## config.mk

```make
export PLATFORM = sky130hd
export DESIGN_NAME = fbled_top
export DESIGN_NICKNAME = d
export VERILOG_FILES = /design/src/fbled_pkg.sv /design/src/fbled_top.sv
export SDC_FILE = /design/constraint.sdc
export NUM_CORES = 1
export LEC_CHECK = 0
export BUFFER_PORTS_ARGS = -buffer_cell sky130_fd_sc_hd__clkbuf_2
export CAP_MARGIN = 20
export CORE_MARGIN = 10
export CORE_UTILIZATION = 50
export CTS_CLUSTER_SIZE = 24
export DETAILED_ROUTE_END_ITERATION = 7
export GPL_ROUTABILITY_DRIVEN = 0
export GPL_TIMING_DRIVEN = 0
export PLACE_DENSITY = 0.75
export SLEW_MARGIN = 20
export SYNTH_ARGS = -nofsm -noshare
export SYNTH_HDL_FRONTEND = slang
export SYNTH_SLANG_ARGS = --single-unit
```

## constraint.sdc

```tcl
create_clock -name clock_i -period 2.2 [get_ports clock_i]
set_input_delay 0 -clock clock_i [delete_from_list [all_inputs] [get_ports clock_i]]
set_output_delay 0 -clock clock_i [all_outputs]
set_load 0.01 [all_outputs]
```

## src/fbled_pkg.sv

```systemverilog
/*
 * package for the fieldbus adapter status indicator block: indicator
 * timing constants, cyclic data budget, object identifiers and the
 * indicator pattern encodings shared by the design.
 * assumes a single 200 MHz clock and an active-low asynchronous reset.
 */
package fbled_pkg;

    // ------------------------------------------------------------------
    // clock and indicator timing
    // ------------------------------------------------------------------
    localparam int CLK_FREQ_HZ      = 200_000_000;
    localparam int BLINK_HALF_MS    = 500;  // slow blink half period
    localparam int ALT_HALF_MS      = 250;  // green/red alternate half period
    localparam int FLICK_HALF_MS    = 50;   // activity flicker half period
    localparam int BLINK_CYC  = (CLK_FREQ_HZ / 1000) * BLINK_HALF_MS;
    localparam int ALT_CYC    = (CLK_FREQ_HZ / 1000) * ALT_HALF_MS;
    localparam int FLICK_CYC  = (CLK_FREQ_HZ / 1000) * FLICK_HALF_MS;
    localparam int TICK_W     = 27;         // wide enough for BLINK_CYC
    localparam int ACT_HOLD_N = 4;          // flicker half periods held per burst

    // ------------------------------------------------------------------
    // cyclic data budget and object identifiers
    // ------------------------------------------------------------------
    localparam logic [10:0] CYC_DATA_MAX = 11'h5D0; // 1488 bytes
    localparam logic [15:0] OBJ_RESET     = 16'h1011;
    localparam logic [7:0]  OBJ_RESET_SUB = 8'h01;
    localparam logic [15:0] OBJ_FW_A      = 16'h20C0;
    localparam logic [15:0] OBJ_FW_B      = 16'h20C8;
    localparam logic [7:0]  OBJ_SUB_LO    = 8'h5C;  // subindex 92
    localparam logic [7:0]  OBJ_SUB_HI    = 8'h5F;  // subindex 95
    localparam int          NPORT         = 2;

    // ------------------------------------------------------------------
    // indicator pattern encoding
    // ------------------------------------------------------------------
    typedef enum logic [2:0] {
        FBLED_OFF     = 3'b000,
        FBLED_GRN     = 3'b001,
        FBLED_RED     = 3'b010,
        FBLED_GRN_BLK = 3'b011,
        FBLED_RED_BLK = 3'b100,
        FBLED_ALT     = 3'b101
    } fbled_pat_e;

endpackage

```

## src/fbled_top.sv

```systemverilog
/*
 * status indicator logic of the fieldbus adapter: host link, module,
 * network and per-port link/activity indicators, plus the cyclic data
 * pipeline delay, budget check, persistent object guard and firmware
 * update request.
 * assumes status inputs come from asynchronous sources and are
 * synchronised here; the cyclic strobe, lengths, data, object and
 * revision inputs already run on the same clock. all outputs are
 * registered.
 */
module fbled_top (
    // clock and reset
    input  wire logic              clock_i,
    input  wire logic              arst_n_i,
    // host link status
    input  wire logic              host_run_i,
    input  wire logic              boot_fail_i,
    // module status
    input  wire logic              mod_init_i,
    input  wire logic              mod_configured_i,
    input  wire logic              hw_fault_rec_i,
    input  wire logic              hw_fault_fatal_i,
    // network status
    input  wire logic              net_init_i,
    input  wire logic              ip_assigned_i,
    input  wire logic              ip_duplicate_i,
    input  wire logic              conn_active_i,
    input  wire logic              conn_timeout_i,
    // ethernet ports
    input  wire logic [1:0]        port_link_i,
    input  wire logic [1:0]        port_activity_i,
    // cyclic data, bus cycle strobe and sizes
    input  wire logic              bus_cycle_i,
    input  wire logic [10:0]       in_len_i,
    input  wire logic [10:0]       out_len_i,
    input  wire logic [31:0]       in_data_i,
    input  wire logic [31:0]       out_data_i,
    // object access from bus controller
    input  wire logic              obj_wr_i,
    input  wire logic [15:0]       obj_index_i,
    input  wire logic [7:0]        obj_sub_i,
    // firmware revisions
    input  wire logic [15:0]       fw_rev_i,
    input  wire logic [15:0]       proj_rev_i,
    input  wire logic              fw_done_i,
    // indicator outputs
    output logic                   host_grn_o,
    output logic                   host_red_o,
    output logic                   mod_grn_o,
    output logic                   mod_red_o,
    output logic                   net_grn_o,
    output logic                   net_red_o,
    output logic [1:0]             port_link_activity_led_o,
    // data and control outputs
    output logic [31:0]            in_data_o,
    output logic [31:0]            out_data_o,
    output logic                   len_err_o,
    output logic                   store_wr_o,
    output logic                   fw_update_o
);
    import fbled_pkg::*;

    // ------------------------------------------------------------------
    // input synchronisers
    // ------------------------------------------------------------------
    localparam int NS = 13;
    logic [NS-1:0] s1_reg;
    logic [NS-1:0] s2_reg;
    wire  [NS-1:0] raw = {host_run_i, boot_fail_i, mod_init_i,
        mod_configured_i, hw_fault_rec_i, hw_fault_fatal_i, net_init_i,
        ip_assigned_i, ip_duplicate_i, conn_active_i, conn_timeout_i,
        port_activity_i[1], port_activity_i[0]};
    logic [1:0] lk1_reg;
    logic [1:0] lk2_reg;

    // two stage capture of asynchronous status levels
    // only the second stage feeds logic, so a metastable first stage
    // has a whole cycle to settle before anything decides on it
    // link and activity share the same two stage depth, so a port
    // indicator never sees activity ahead of its own link state
    always_ff @(posedge clock_i or negedge arst_n_i) begin
        if (!arst_n_i) begin
            s1_reg  <= '0;
            s2_reg  <= '0;
            lk1_reg <= 2'h0;
            lk2_reg <= 2'h0;
        end else begin
            s1_reg  <= raw;
            s2_reg  <= s1_reg;
            lk1_reg <= port_link_i;
            lk2_reg <= lk1_reg;
        end
    end

    wire host_run  = s2_reg[12];
    wire boot_fail = s2_reg[11];
    wire mod_init  = s2_reg[10];
    wire mod_cfg   = s2_reg[9];
    wire flt_rec   = s2_reg[8];
    wire flt_fatal = s2_reg[7];
    wire net_init  = s2_reg[6];
    wire ip_ok     = s2_reg[5];
    wire ip_dup    = s2_reg[4];
    wire conn_act  = s2_reg[3];
    wire conn_to   = s2_reg[2];
    wire [1:0] act = s2_reg[1:0];

    // ------------------------------------------------------------------
    // rate dividers
    // ------------------------------------------------------------------
    logic [TICK_W-1:0] blk_cnt_reg;
    logic [TICK_W-1:0] alt_cnt_reg;
    logic [TICK_W-1:0] flk_cnt_reg;
    logic              blk_ph_reg;
    logic              alt_ph_reg;
    logic              flk_ph_reg;
    wire blk_end = (blk_cnt_reg == TICK_W'(BLINK_CYC - 1));
    wire alt_end = (alt_cnt_reg == TICK_W'(ALT_CYC - 1));
    wire flk_end = (flk_cnt_reg == TICK_W'(FLICK_CYC - 1));

    // three free-running phases at distinct fixed rates
    // every phase starts low after reset, so blinking patterns open
    // with their dark half and the alternate pattern opens on red
    // the counters never stop, so patterns that share a rate stay in
    // step across all indicators
    always_ff @(posedge clock_i or negedge arst_n_i) begin
        if (!arst_n_i) begin
            blk_cnt_reg <= '0;
            alt_cnt_reg <= '0;
            flk_cnt_reg <= '0;
            blk_ph_reg  <= 1'b0;
            alt_ph_reg  <= 1'b0;
            flk_ph_reg  <= 1'b0;
        end else begin
            blk_cnt_reg <= blk_end ? '0 : blk_cnt_reg + TICK_W'(1);
            alt_cnt_reg <= alt_end ? '0 : alt_cnt_reg + TICK_W'(1);
            flk_cnt_reg <= flk_end ? '0 : flk_cnt_reg + TICK_W'(1);
            blk_ph_reg  <= blk_ph_reg ^ blk_end;
            alt_ph_reg  <= alt_ph_reg ^ alt_end;
            flk_ph_reg  <= flk_ph_reg ^ flk_end;
        end
    end

    // ------------------------------------------------------------------
    // pattern selection
    // ------------------------------------------------------------------
    // each indicator first picks one pattern from its status levels,
    // then one shared mapping turns the pattern into the two drives;
    // the order of the tests below is the priority between causes
    fbled_pat_e host_pat;
    fbled_pat_e mod_pat;
    fbled_pat_e net_pat;

    // host link: running wins, boot failure blinks, else steady red
    assign host_pat = host_run  ? FBLED_GRN :
                      boot_fail ? FBLED_RED_BLK :
                                  FBLED_RED;

    // module: fatal fault first, then recoverable, init, config, run
    assign mod_pat = flt_fatal ? FBLED_RED :
                     flt_rec   ? FBLED_RED_BLK :
                     mod_init  ? FBLED_ALT :
                     !mod_cfg  ? FBLED_GRN_BLK :
                                 FBLED_GRN;

    // network: init, no address, duplicate, timeout, connections
    // an unassigned address darkens the indicator before any fault
    assign net_pat = net_init  ? FBLED_ALT :
                     !ip_ok    ? FBLED_OFF :
                     ip_dup    ? FBLED_RED :
                     conn_to   ? FBLED_RED_BLK :
                     conn_act  ? FBLED_GRN :
                                 FBLED_GRN_BLK;

    // pattern to green/red drive
    // result is {green, red}; a dual indicator never lights both at
    // once, the alternate pattern swaps them on every alternate phase
    function automatic logic [1:0] pat_drive(input fbled_pat_e p,
                                             input logic blk,
                                             input logic alt);
        logic [1:0] gr;
        gr = 2'h0;
        unique case (p)
            FBLED_OFF:     gr = 2'h0;
            FBLED_GRN:     gr = 2'h2;
            FBLED_RED:     gr = 2'h1;
            FBLED_GRN_BLK: gr = {blk, 1'b0};
            FBLED_RED_BLK: gr = {1'b0, blk};
            FBLED_ALT:     gr = {alt, ~alt};
            default:       gr = 2'h0;
        endcase
        return gr;
    endfunction

    wire [1:0] host_gr = pat_drive(host_pat, blk_ph_reg, alt_ph_reg);
    wire [1:0] mod_gr  = pat_drive(mod_pat, blk_ph_reg, alt_ph_reg);
    wire [1:0] net_gr  = pat_drive(net_pat, blk_ph_reg, alt_ph_reg);

    // ------------------------------------------------------------------
    // port link/activity
    // ------------------------------------------------------------------
    logic [1:0] act_seen_reg;
    logic [2:0] act_hold_reg [NPORT];
    logic [1:0] port_led;

    // activity stretched over a few flicker periods per port
    // short bursts of traffic would otherwise end before a single
    // flicker phase passes and never show; losing the link clears the
    // hold at once so a dark port never starts out flickering
    generate
        for (genvar p = 0; p < NPORT; p++) begin : g_port
            always_ff @(posedge clock_i or negedge arst_n_i) begin
                if (!arst_n_i) begin
                    act_hold_reg[p] <= 3'h0;
                end else if (!lk2_reg[p]) begin
                    act_hold_reg[p] <= 3'h0;
                end else if (act[p]) begin
                    act_hold_reg[p] <= 3'(ACT_HOLD_N);
                end else if (flk_end && act_hold_reg[p] != 3'h0) begin
                    act_hold_reg[p] <= act_hold_reg[p] - 3'h1;
                end
            end
            assign act_seen_reg[p] = (act_hold_reg[p] != 3'h0);
            assign port_led[p] = !lk2_reg[p]     ? 1'b0 :
                                 act_seen_reg[p] ? flk_ph_reg :
                                                   1'b1;
        end
    endgenerate

    // ------------------------------------------------------------------
    // cyclic data, object guard, firmware
    // ------------------------------------------------------------------
    wire len_bad = (in_len_i > CYC_DATA_MAX) ||
                   (out_len_i > CYC_DATA_MAX);
    wire obj_persist = ((obj_index_i == OBJ_FW_A) ||
                        (obj_index_i == OBJ_FW_B)) &&
                       (obj_sub_i >= OBJ_SUB_LO) &&
                       (obj_sub_i <= OBJ_SUB_HI);
    wire obj_reset = (obj_index_i == OBJ_RESET) &&
                     (obj_sub_i == OBJ_RESET_SUB);
    // reset access never writes the store, only direct rewrites do
    // the guard decodes the address only; the stored image itself
    // sits outside this block and sees nothing but the write pulse
    wire store_wr = obj_wr_i && obj_persist && !obj_reset;
    wire fw_diff = (fw_rev_i != proj_rev_i);

    logic fw_upd_reg;

    // output registers, data moves one bus cycle per direction
    // lengths are judged only with the cycle strobe, so the error
    // flag describes the last frame taken and holds between frames
    // firmware request stays high while revisions differ and the
    // update has not reported completion
    always_ff @(posedge clock_i or negedge arst_n_i) begin
        if (!arst_n_i) begin
            host_grn_o  <= 1'b0;
            host_red_o  <= 1'b0;
            mod_grn_o   <= 1'b0;
            mod_red_o   <= 1'b0;
            net_grn_o   <= 1'b0;
            net_red_o   <= 1'b0;
            port_link_activity_led_o <= 2'h0;
            in_data_o   <= 32'h0;
            out_data_o  <= 32'h0;
            len_err_o   <= 1'b0;
            store_wr_o  <= 1'b0;
            fw_upd_reg  <= 1'b0;
        end else begin
            {host_grn_o, host_red_o} <= host_gr;
            {mod_grn_o, mod_red_o}   <= mod_gr;
            {net_grn_o, net_red_o}   <= net_gr;
            port_link_activity_led_o <= port_led;
            if (bus_cycle_i) begin
                in_data_o  <= in_data_i;
                out_data_o <= out_data_i;
                len_err_o  <= len_bad;
            end
            store_wr_o <= store_wr;
            fw_upd_reg <= fw_diff && !fw_done_i;
        end
    end

    assign fw_update_o = fw_upd_reg;

endmodule

```

# == After elaboration in Yosys (flattened, before gate mapping) ==
# Cells that the tools add are included.
# word_totals
register_bits,195
output_inout_bits,75
wordCells,103
# classes
add_sub_neg,5
magnitude_cmp,4
n_eq_ne,25
n_mux,27
bitwise_logic,4
n_reduce_logical,14
# op_table
cell,count
"27-bit by 1-bit adder with 27-bit output, second input constant",3
27-bit 2-to-1 mux,3
3-bit 2-to-1 mux,15
"16-bit by 14-bit equality test with 1-bit output, second input constant",2
2-bit case mux with 5 select lines,3
"27-bit by 24-bit equality test with 1-bit output, second input constant",1
"27-bit by 26-bit equality test with 1-bit output, second input constant",1
"27-bit equality test, second input constant",1
"11-bit greater-than comparator, second input constant",2
"3-bit by 2-bit equality test with 1-bit output, second input constant",6
"3-bit equality test, second input constant",6
"16-bit by 13-bit equality test with 1-bit output, second input constant",1
16-bit inequality test,1
"3-bit by 1-bit equality test with 1-bit output, second input constant",3
"8-bit by 1-bit equality test with 1-bit output, second input constant",1
"8-bit by 7-bit greater-or-equal comparator with 1-bit output, second input constant",1
"8-bit by 7-bit <= comparator with 1-bit output, second input constant",1
1-bit logical AND,8
"3-bit by 2-bit inequality test with 1-bit output, second input constant",2
3-bit nonzero test,2
"3-bit by 1-bit subtractor with 3-bit output, second input constant",2
1-bit 2-to-1 mux,4
2-bit 2-to-1 mux,2
1-bit XOR,3
other kinds (3),5

# == Longest topological paths before layout ==
# Gate-level depths: netlist of the first run.
# logic_depth
word_depth,7
ltp_mapped,9
depth_no_buf,6

# == Worst setup path before layout of the first run ==
# OpenSTA, ideal clock, no wires.
# synth_path
path_kind,register to register
start,register alt_cnt_reg[7]
end,register alt_cnt_reg[22]
setup_time_ns,0.125
t_arrival_ns,1.775
required_time_ns,2.075
slack_ns,0.300
path_stages_with_launch,7
n_path_buf,1
path_cell_list,dfrtp_1 -> or4_4 -> nor4_1 -> and4_1 -> buf_4 -> nor2_2 -> mux2_2
# synth_between
elab_chain_len,2
word_cells_on_any_way,3
# synth_rtl
item,line_no,text
"start, declared",fbled_top.sv:112,logic [TICK_W-1:0] alt_cnt_reg;
"start signal, assigned",fbled_top.sv:136,alt_cnt_reg <= alt_end ? '0 : alt_cnt_reg + TICK_W'(1);
27-bit by 1-bit adder with 27-bit output or 27-bit by 26-bit equality test with 1-bit output (tied branches),"fbled_top.sv:136, fbled_top.sv:118",
27-bit 2-to-1 mux (*),fbled_top.sv:136,
# Mark *: on every way between the ends. The rest lies on a longest branch, timed or not.
# A chain may end at the register's enable or synchronous reset.

# == Final worst setup path of the first run ==
# Same ends and word-level chain as after synthesis.

==> flow_summary.ini, run 1 <==
[setup_path]
worst-setup-path-type = flip-flop to flip-flop
rr_worst_depth = 6
crit_slowest_cell = or4_4
worstPathRequired_ns = 2.52
cp_slowest_stage_delay_ns = 0.54
reg2reg_setup_slack_ns = 0.11
endpoint_kind = flip-flop
path_cells = or4_4 > nor4_1 > and4_1 > buf_4 > nor2_2 > mux2_2
cp_data_arrival_time_ns = 2.41
critPathLaunchType = flip-flop
critPathMaxFanout = 7

[routing]
vias = 6406
drc = 0
drt_iter0_markers = 331
wl_um = 23700
vias_per_cell = 5.21
routedWlPerCell_um = 19.2
firstDrtPassIters = 5
antenna_left = 0

[global_routing]
grt_max_degree = 80
grt.total_usage_pct = 22.2
grt_first_pass_wirelength_um = 38200
grt_pass1_vias = 7022
grt-ovfl-total = 0
antenna_found_initial = 3

[clock_tree]
ctsLongestPathBuffers = 2
cts_sinks = 195
cts_buffers = 17
root_buffer = clkbuf_16
h-tree-depth = 4
clk_latency_ns = 0.44
cts.reportedPaths.clkPinSlew_ns = 0.07
cts_tree = built

[timing]
relSlewSlack_pct = 39.1
rsz0062_at_grt = no
timing.hold.ws_ns = 0.0969
slew_violations = 0
fin_skew_ns = 0.0103
tightest_slew_ns = 0.907
fmax_ghz = 0.479
finalSetupViolCount = 0
finalHoldViolCount = 0
fin_crit_ns = 2.09
fin_crit_sh_pct = 94.9

[final_layout]
final_cell_mix = 231 x clkbuf_2, 195 x dfrtp_1, 87 x dlygate4sd3_1
final_common_cell = clkbuf_2
drive_gt1_share_pct = 35.3
area_growth_pct = 38.0
reg_top3 = in_data_o (32), out_data_o (32)
final_nets = 1167
fill_cells = 1143
design_area_mm2 = 0.0112

[min_path]
hold_path_depth = 4
worstHoldPathType = primary input to flip-flop

[synthesis]
synth_edf_count = 0
synth_nets = 826
ys_warn_count = 0
ys_ff_latch = 195
ys_seq_area_share_pct = 60.1
synth_area_mm2 = 0.00811
synthCells = 657
synth_ff_type = dfrtp_1
synth-async-reset-ratio_pct = 100
synth.avg_cell_area_um2 = 12.4
synth.distinct_cells = 49

[power_and_ir_drop]
p_total_mw = 8.06
peakVddDrop_mv = 0.562
leakagePower_nw = 5.28
p_per_area_mw_per_mm2 = 720

[floorplan]
die_x_um = 147
io_pins = 237
num_rows = 46
die_y_um = 147
core_mm2 = 0.0159
start_util_pct = 51.1
die_area_mm2 = 0.0217

[placement]
dpl_cell_area_mm2 = 0.00961
hpwlAfterDp_um = 16100
io_buffers = 232

[job]
drv_cap = 0

[run_status]
status = complete, no violations
[per-layer routing]
layer	wire, µm	share of wire, %	track usage, %
met2	12200	52	38.1
met3	1450	6.1	6.96
met1	9390	40	25.6
met4	588	2.5	7.93
met5	0	0	0
[where the power goes]
part           internal (mW)  switching, mW  total, mW  leakage, nW
clock network           2.03           1.38       3.42        0.314
logic                  0.429          0.390      0.819         2.52
registers               3.74         0.0869       3.83         2.45
[critical path, delay by kind of cell (launching register included)]
family                 cells  cell delay, ns
buffers and inverters      1            0.17
flip-flops                 1            0.46
multiplexers               1            0.26
AND/OR/NAND/NOR            4            1.07
[area by class of cell]
cell class	instances	area (µm²)	share of cell area, %
clock inverters	10	173	1.54
flip-flops and latches	195	4880	43.6
multi-input cells	435	3160	28.2
plain buffers	14	72.6	0.648
diodes	3	7.51	0.0670
clock buffers	21	480	4.29
well taps	216	270	2.41
repair buffers	322	2100	18.8
inverters	13	48.8	0.436
[worst paths after layout]
check	start	end
max reg2reg	alt_cnt_reg[7]$_DFF_PN0_	alt_cnt_reg[22]$_DFF_PN0_
min	fw_rev_i[15]	fw_update_o$_DFF_PN0_
min in group asynchronous	arst_n_i	out_data_o[20]$_DFFE_PN0P_
max in group asynchronous	arst_n_i	blk_cnt_reg[7]$_DFF_PN0_
min reg2reg	s1_reg[4]$_DFF_PN0_	s2_reg[4]$_DFF_PN0_
max	alt_cnt_reg[7]$_DFF_PN0_	alt_cnt_reg[22]$_DFF_PN0_
[metrics by stage]
step	utilization [%]	setup WS (ns)	TNS, ns	std cells
3_3_place_gp	60.1	-2.57	-499.65	1105
2_1_floorplan	-	0.300	0	657
4_1_cts	70.1	0.00113	0	1225
6_report	70.5	0.113	0	1229
5_1_grt	70.5	0.00663	0	1229
3_5_place_dp	60.5	-0.0587	-0.314	1107
[timing repair]
action | in CTS | in global routing
resized for setup | 2 | 11
hold buffers | 87 | 0
pin swaps | 0 | 1
endpoints found under the hold margin | 277 | 0
setup buffers | 0 | 1
setup endpoints to repair | 12 | 37
[kinds of logic (layout without fill, tap and decap cells)]
logic type                 after synthesis  in the layout  share of synthesized area, %
muxes                                   69             69                          9.53
other                                    0              3                             0
AOI/OAI and AO/OA                       34             34                          2.71
buffers and inverters                   27            380                          1.39
DFF                                    195            195                          60.1
adders and majority gates                7              7                          1.08
and+or+nand+nor                        240            240                          16.0
xor gates and xnor gates                85             85                          9.17
[cells in the mapped netlist, types with 2 or more instances]
| cell type | number | share of area, % |
|---|---|---|
| a21boi_0 | 2 | 0.18 |
| a21oi_1 | 6 | 0.37 |
| a31oi_1 | 2 | 0.15 |
| a41oi_1 | 2 | 0.22 |
| and2_1 | 4 | 0.31 |
| and3_1 | 9 | 0.69 |
| and4_1 | 6 | 0.65 |
| and4b_1 | 2 | 0.25 |
| and4bb_2 | 2 | 0.31 |
| buf_2 | 3 | 0.18 |
| buf_4 | 2 | 0.18 |
| clkbuf_1 | 9 | 0.42 |
| dfrtp_1 | 195 | 60 |
| ha_1 | 7 | 1.1 |
| inv_1 | 13 | 0.60 |
| mux2_2 | 66 | 9.2 |
| mux2i_1 | 3 | 0.37 |
| nand2_1 | 36 | 1.7 |
| nand2b_1 | 3 | 0.23 |
| nand3_1 | 30 | 1.9 |
| nand3b_1 | 2 | 0.18 |
| nand4_1 | 26 | 2.0 |
| nor2_1 | 63 | 2.9 |
| nor2_2 | 2 | 0.15 |
| nor2b_1 | 8 | 0.62 |
| nor3_1 | 12 | 0.74 |
| nor4_1 | 18 | 1.4 |
| nor4_4 | 2 | 0.52 |
| o21a_1 | 2 | 0.18 |
| o21ai_0 | 10 | 0.62 |
| o311a_1 | 2 | 0.25 |
| o31ai_1 | 3 | 0.28 |
| or2_2 | 4 | 0.31 |
| or4_1 | 3 | 0.28 |
| xnor2_1 | 30 | 3.2 |
| xor2_1 | 55 | 5.9 |
Power figures use the tool's default switching activity.
==> run 2: changes to the inputs <==
- CELL_PAD_IN_SITES_DETAIL_PLACEMENT: unset -> 1
- CELL_PAD_IN_SITES_GLOBAL_PLACEMENT: unset -> 2
- CORE_UTILIZATION: 50 -> 33
- PLACE_DENSITY: 0.75 -> 0.76
==> flow_summary.ini, run 2 (same netlist as run 1, synthesis figures left out) <==
[run_status]
status = complete, no violations

[setup_path]
rr_worst_depth = 6
path_buf_inv = 0
endpoint_kind = flip-flop
worst-setup-path-type = flip-flop to flip-flop
worstReg2RegStart = flk_cnt_reg[0]$_DFF_PN0_
critPathLaunchType = flip-flop
r2r_end = act_hold_reg[4]$_DFFE_PN0P_
worstPathRequired_ns = 2.56
critPathMaxFanout = 10
cp_slowest_stage_delay_ns = 0.44
path_cells = ha_1 > and4_1 > nand3_4 > nor4_4 > mux2_2 > nor2_1
critPathTopFamily = simple AND/OR/NAND/NOR gates
cp_data_arrival_time_ns = 2.46
crit_slowest_cell = nor4_4
reg2reg_setup_slack_ns = 0.10

[power_and_ir_drop]
p_per_area_mw_per_mm2 = 693
p_total_mw = 7.82
peakVddDrop_mv = 0.411
leakagePower_nw = 5.26

[clock_tree]
post_cts_buffers = 0
cts_sinks = 195
root_buffer = clkbuf_16
cts_tree = built
ctsLongestPathBuffers = 2
cts.reportedPaths.clkPinSlew_ns = 0.08
cts_buffers = 17
clk_latency_ns = 0.43
h-tree-depth = 4

[min_path]
hold_path_depth = 4
hp-start = fw_rev_i[14]
worstHoldPathType = primary input to flip-flop
min_to = fw_update_o$_DFF_PN0_

[floorplan]
io_pins = 237
start_util_pct = 33.5
core_mm2 = 0.0242
die_area_mm2 = 0.0313
die_y_um = 177
die_x_um = 177
num_rows = 57

[job]
drv_cap = 0

[final_layout]
ff_latch_area_mm2 = 0.00488
drive_gt1_share_pct = 35.6
final_cell_mix = 231 x clkbuf_2, 195 x dfrtp_1, 88 x dlygate4sd3_1
fin_util_pct = 46.6
final_common_cell = clkbuf_2
reg_top3 = in_data_o (32), out_data_o (32)
final_nets = 1167
fill_cells = 2670
multi_input_area_mm2 = 0.00318
area_growth_pct = 39.2

[placement]
hpwlAfterDp_um = 16800
post-place-ws_ns = -0.193
io_buffers = 232

[routing]
wl_um = 23700
vias_per_cell = 4.74
routedWlPerCell_um = 17.7
antenna_left = 0
drc = 0
firstDrtPassIters = 4
vias = 6336
drt_iter0_markers = 325

[global_routing]
grt_max_degree = 90
grt_pass1_vias = 7315
grt-ovfl-total = 0
grt.total_usage_pct = 15.7
grt_first_pass_wirelength_um = 39200
antenna_found_initial = 2

[timing]
timing.hold.ws_ns = 0.0527
setup_slack_ns = 0.101
tightest_slew_ns = 0.880
slew_violations = 0
fmax_ghz = 0.476
relSlewSlack_pct = 41.2
fin_crit_ns = 2.10
finalHoldViolCount = 0
finalSetupViolCount = 0
fin_skew_ns = 0.0146
rsz0062_at_grt = yes
fin_crit_sh_pct = 95.4
[run 2: cell count changes in the layout (fill, tap and decap cells not counted), moves of 2 or more]
cell and delta:
bufinv_16 -3, clkinv_4 -2, inv_6 +4, inv_8 +3
nor3_2 +2, nor3_1 -2
[run 2: worst register-to-register path, stage by stage, from the launching register on]
cell     delay (ns)
dfrtp_1        0.41
ha_1           0.25
and4_1         0.28
nand3_4        0.20
nor4_4         0.44
mux2_2         0.38
nor2_1         0.08
[run 2: power by group]
part	total [mW]	internal, mW	switching, mW	leakage [nW]
Combinational	0.809	0.430	0.378	2.52
Sequential	3.82	3.74	0.0832	2.45
Clock	3.19	1.70	1.49	0.292
[run 2: layout make-up]
cell class / instances / area share, %
sequential: 195 / 43.2
multi-input combinational: 435 / 28.1
timing repair buffer: 322 / 18.6
clock buffer: 20 / 4.13
tap: 324 / 3.59
clock inverter: 12 / 1.19
buffer: 14 / 0.642
inverter: 13 / 0.432
antenna: 2 / 0.0443
[run 2: stage by stage]
stage	std cells	area, µm²	setup TNS (ns)
6_report	1337	11300	0
5_1_grt	1337	11300	-0.0178
4_1_cts	1335	11300	0
3_5_place_dp	1215	9740	-1.96
3_3_place_gp	1213	9680	-548.95
2_1_floorplan	657	8110	0
[run 2: routing by layer]
metal	up-vias	track usage, %	part of all wire, %
li1	2977	-	-
met5	-	0	0
met4	0	4.69	2.1
met1	3149	17.2	39
met2	181	27.0	51
met3	29	6.74	8.0
[run 2: what timing repair did]
action / CTS / global route
endpoints found under the setup margin: 18 / 38
hold buffers: 88 / 0
hold endpoints to repair: 277 / 0
gates resized for setup: 7 / 8
[run 2: worst max path at each step]
stage / start / endpoint / depth (start not counted)
4_1_cts: flk_cnt_reg[22]$_DFF_PN0_ / act_hold_reg[4]$_DFFE_PN0P_ / 5
5_1_grt: flk_cnt_reg[0]$_DFF_PN0_ / act_hold_reg[4]$_DFFE_PN0P_ / 6
6_report: flk_cnt_reg[0]$_DFF_PN0_ / act_hold_reg[4]$_DFFE_PN0P_ / 6
3_3_place_gp: arst_n_i / s1_reg[12]$_DFF_PN0_ / 1
3_5_place_dp: blk_cnt_reg[0]$_DFF_PN0_ / blk_cnt_reg[16]$_DFF_PN0_ / 9
2_1_floorplan: alt_cnt_reg[7]$_DFF_PN0_ / alt_cnt_reg[22]$_DFF_PN0_ / 6
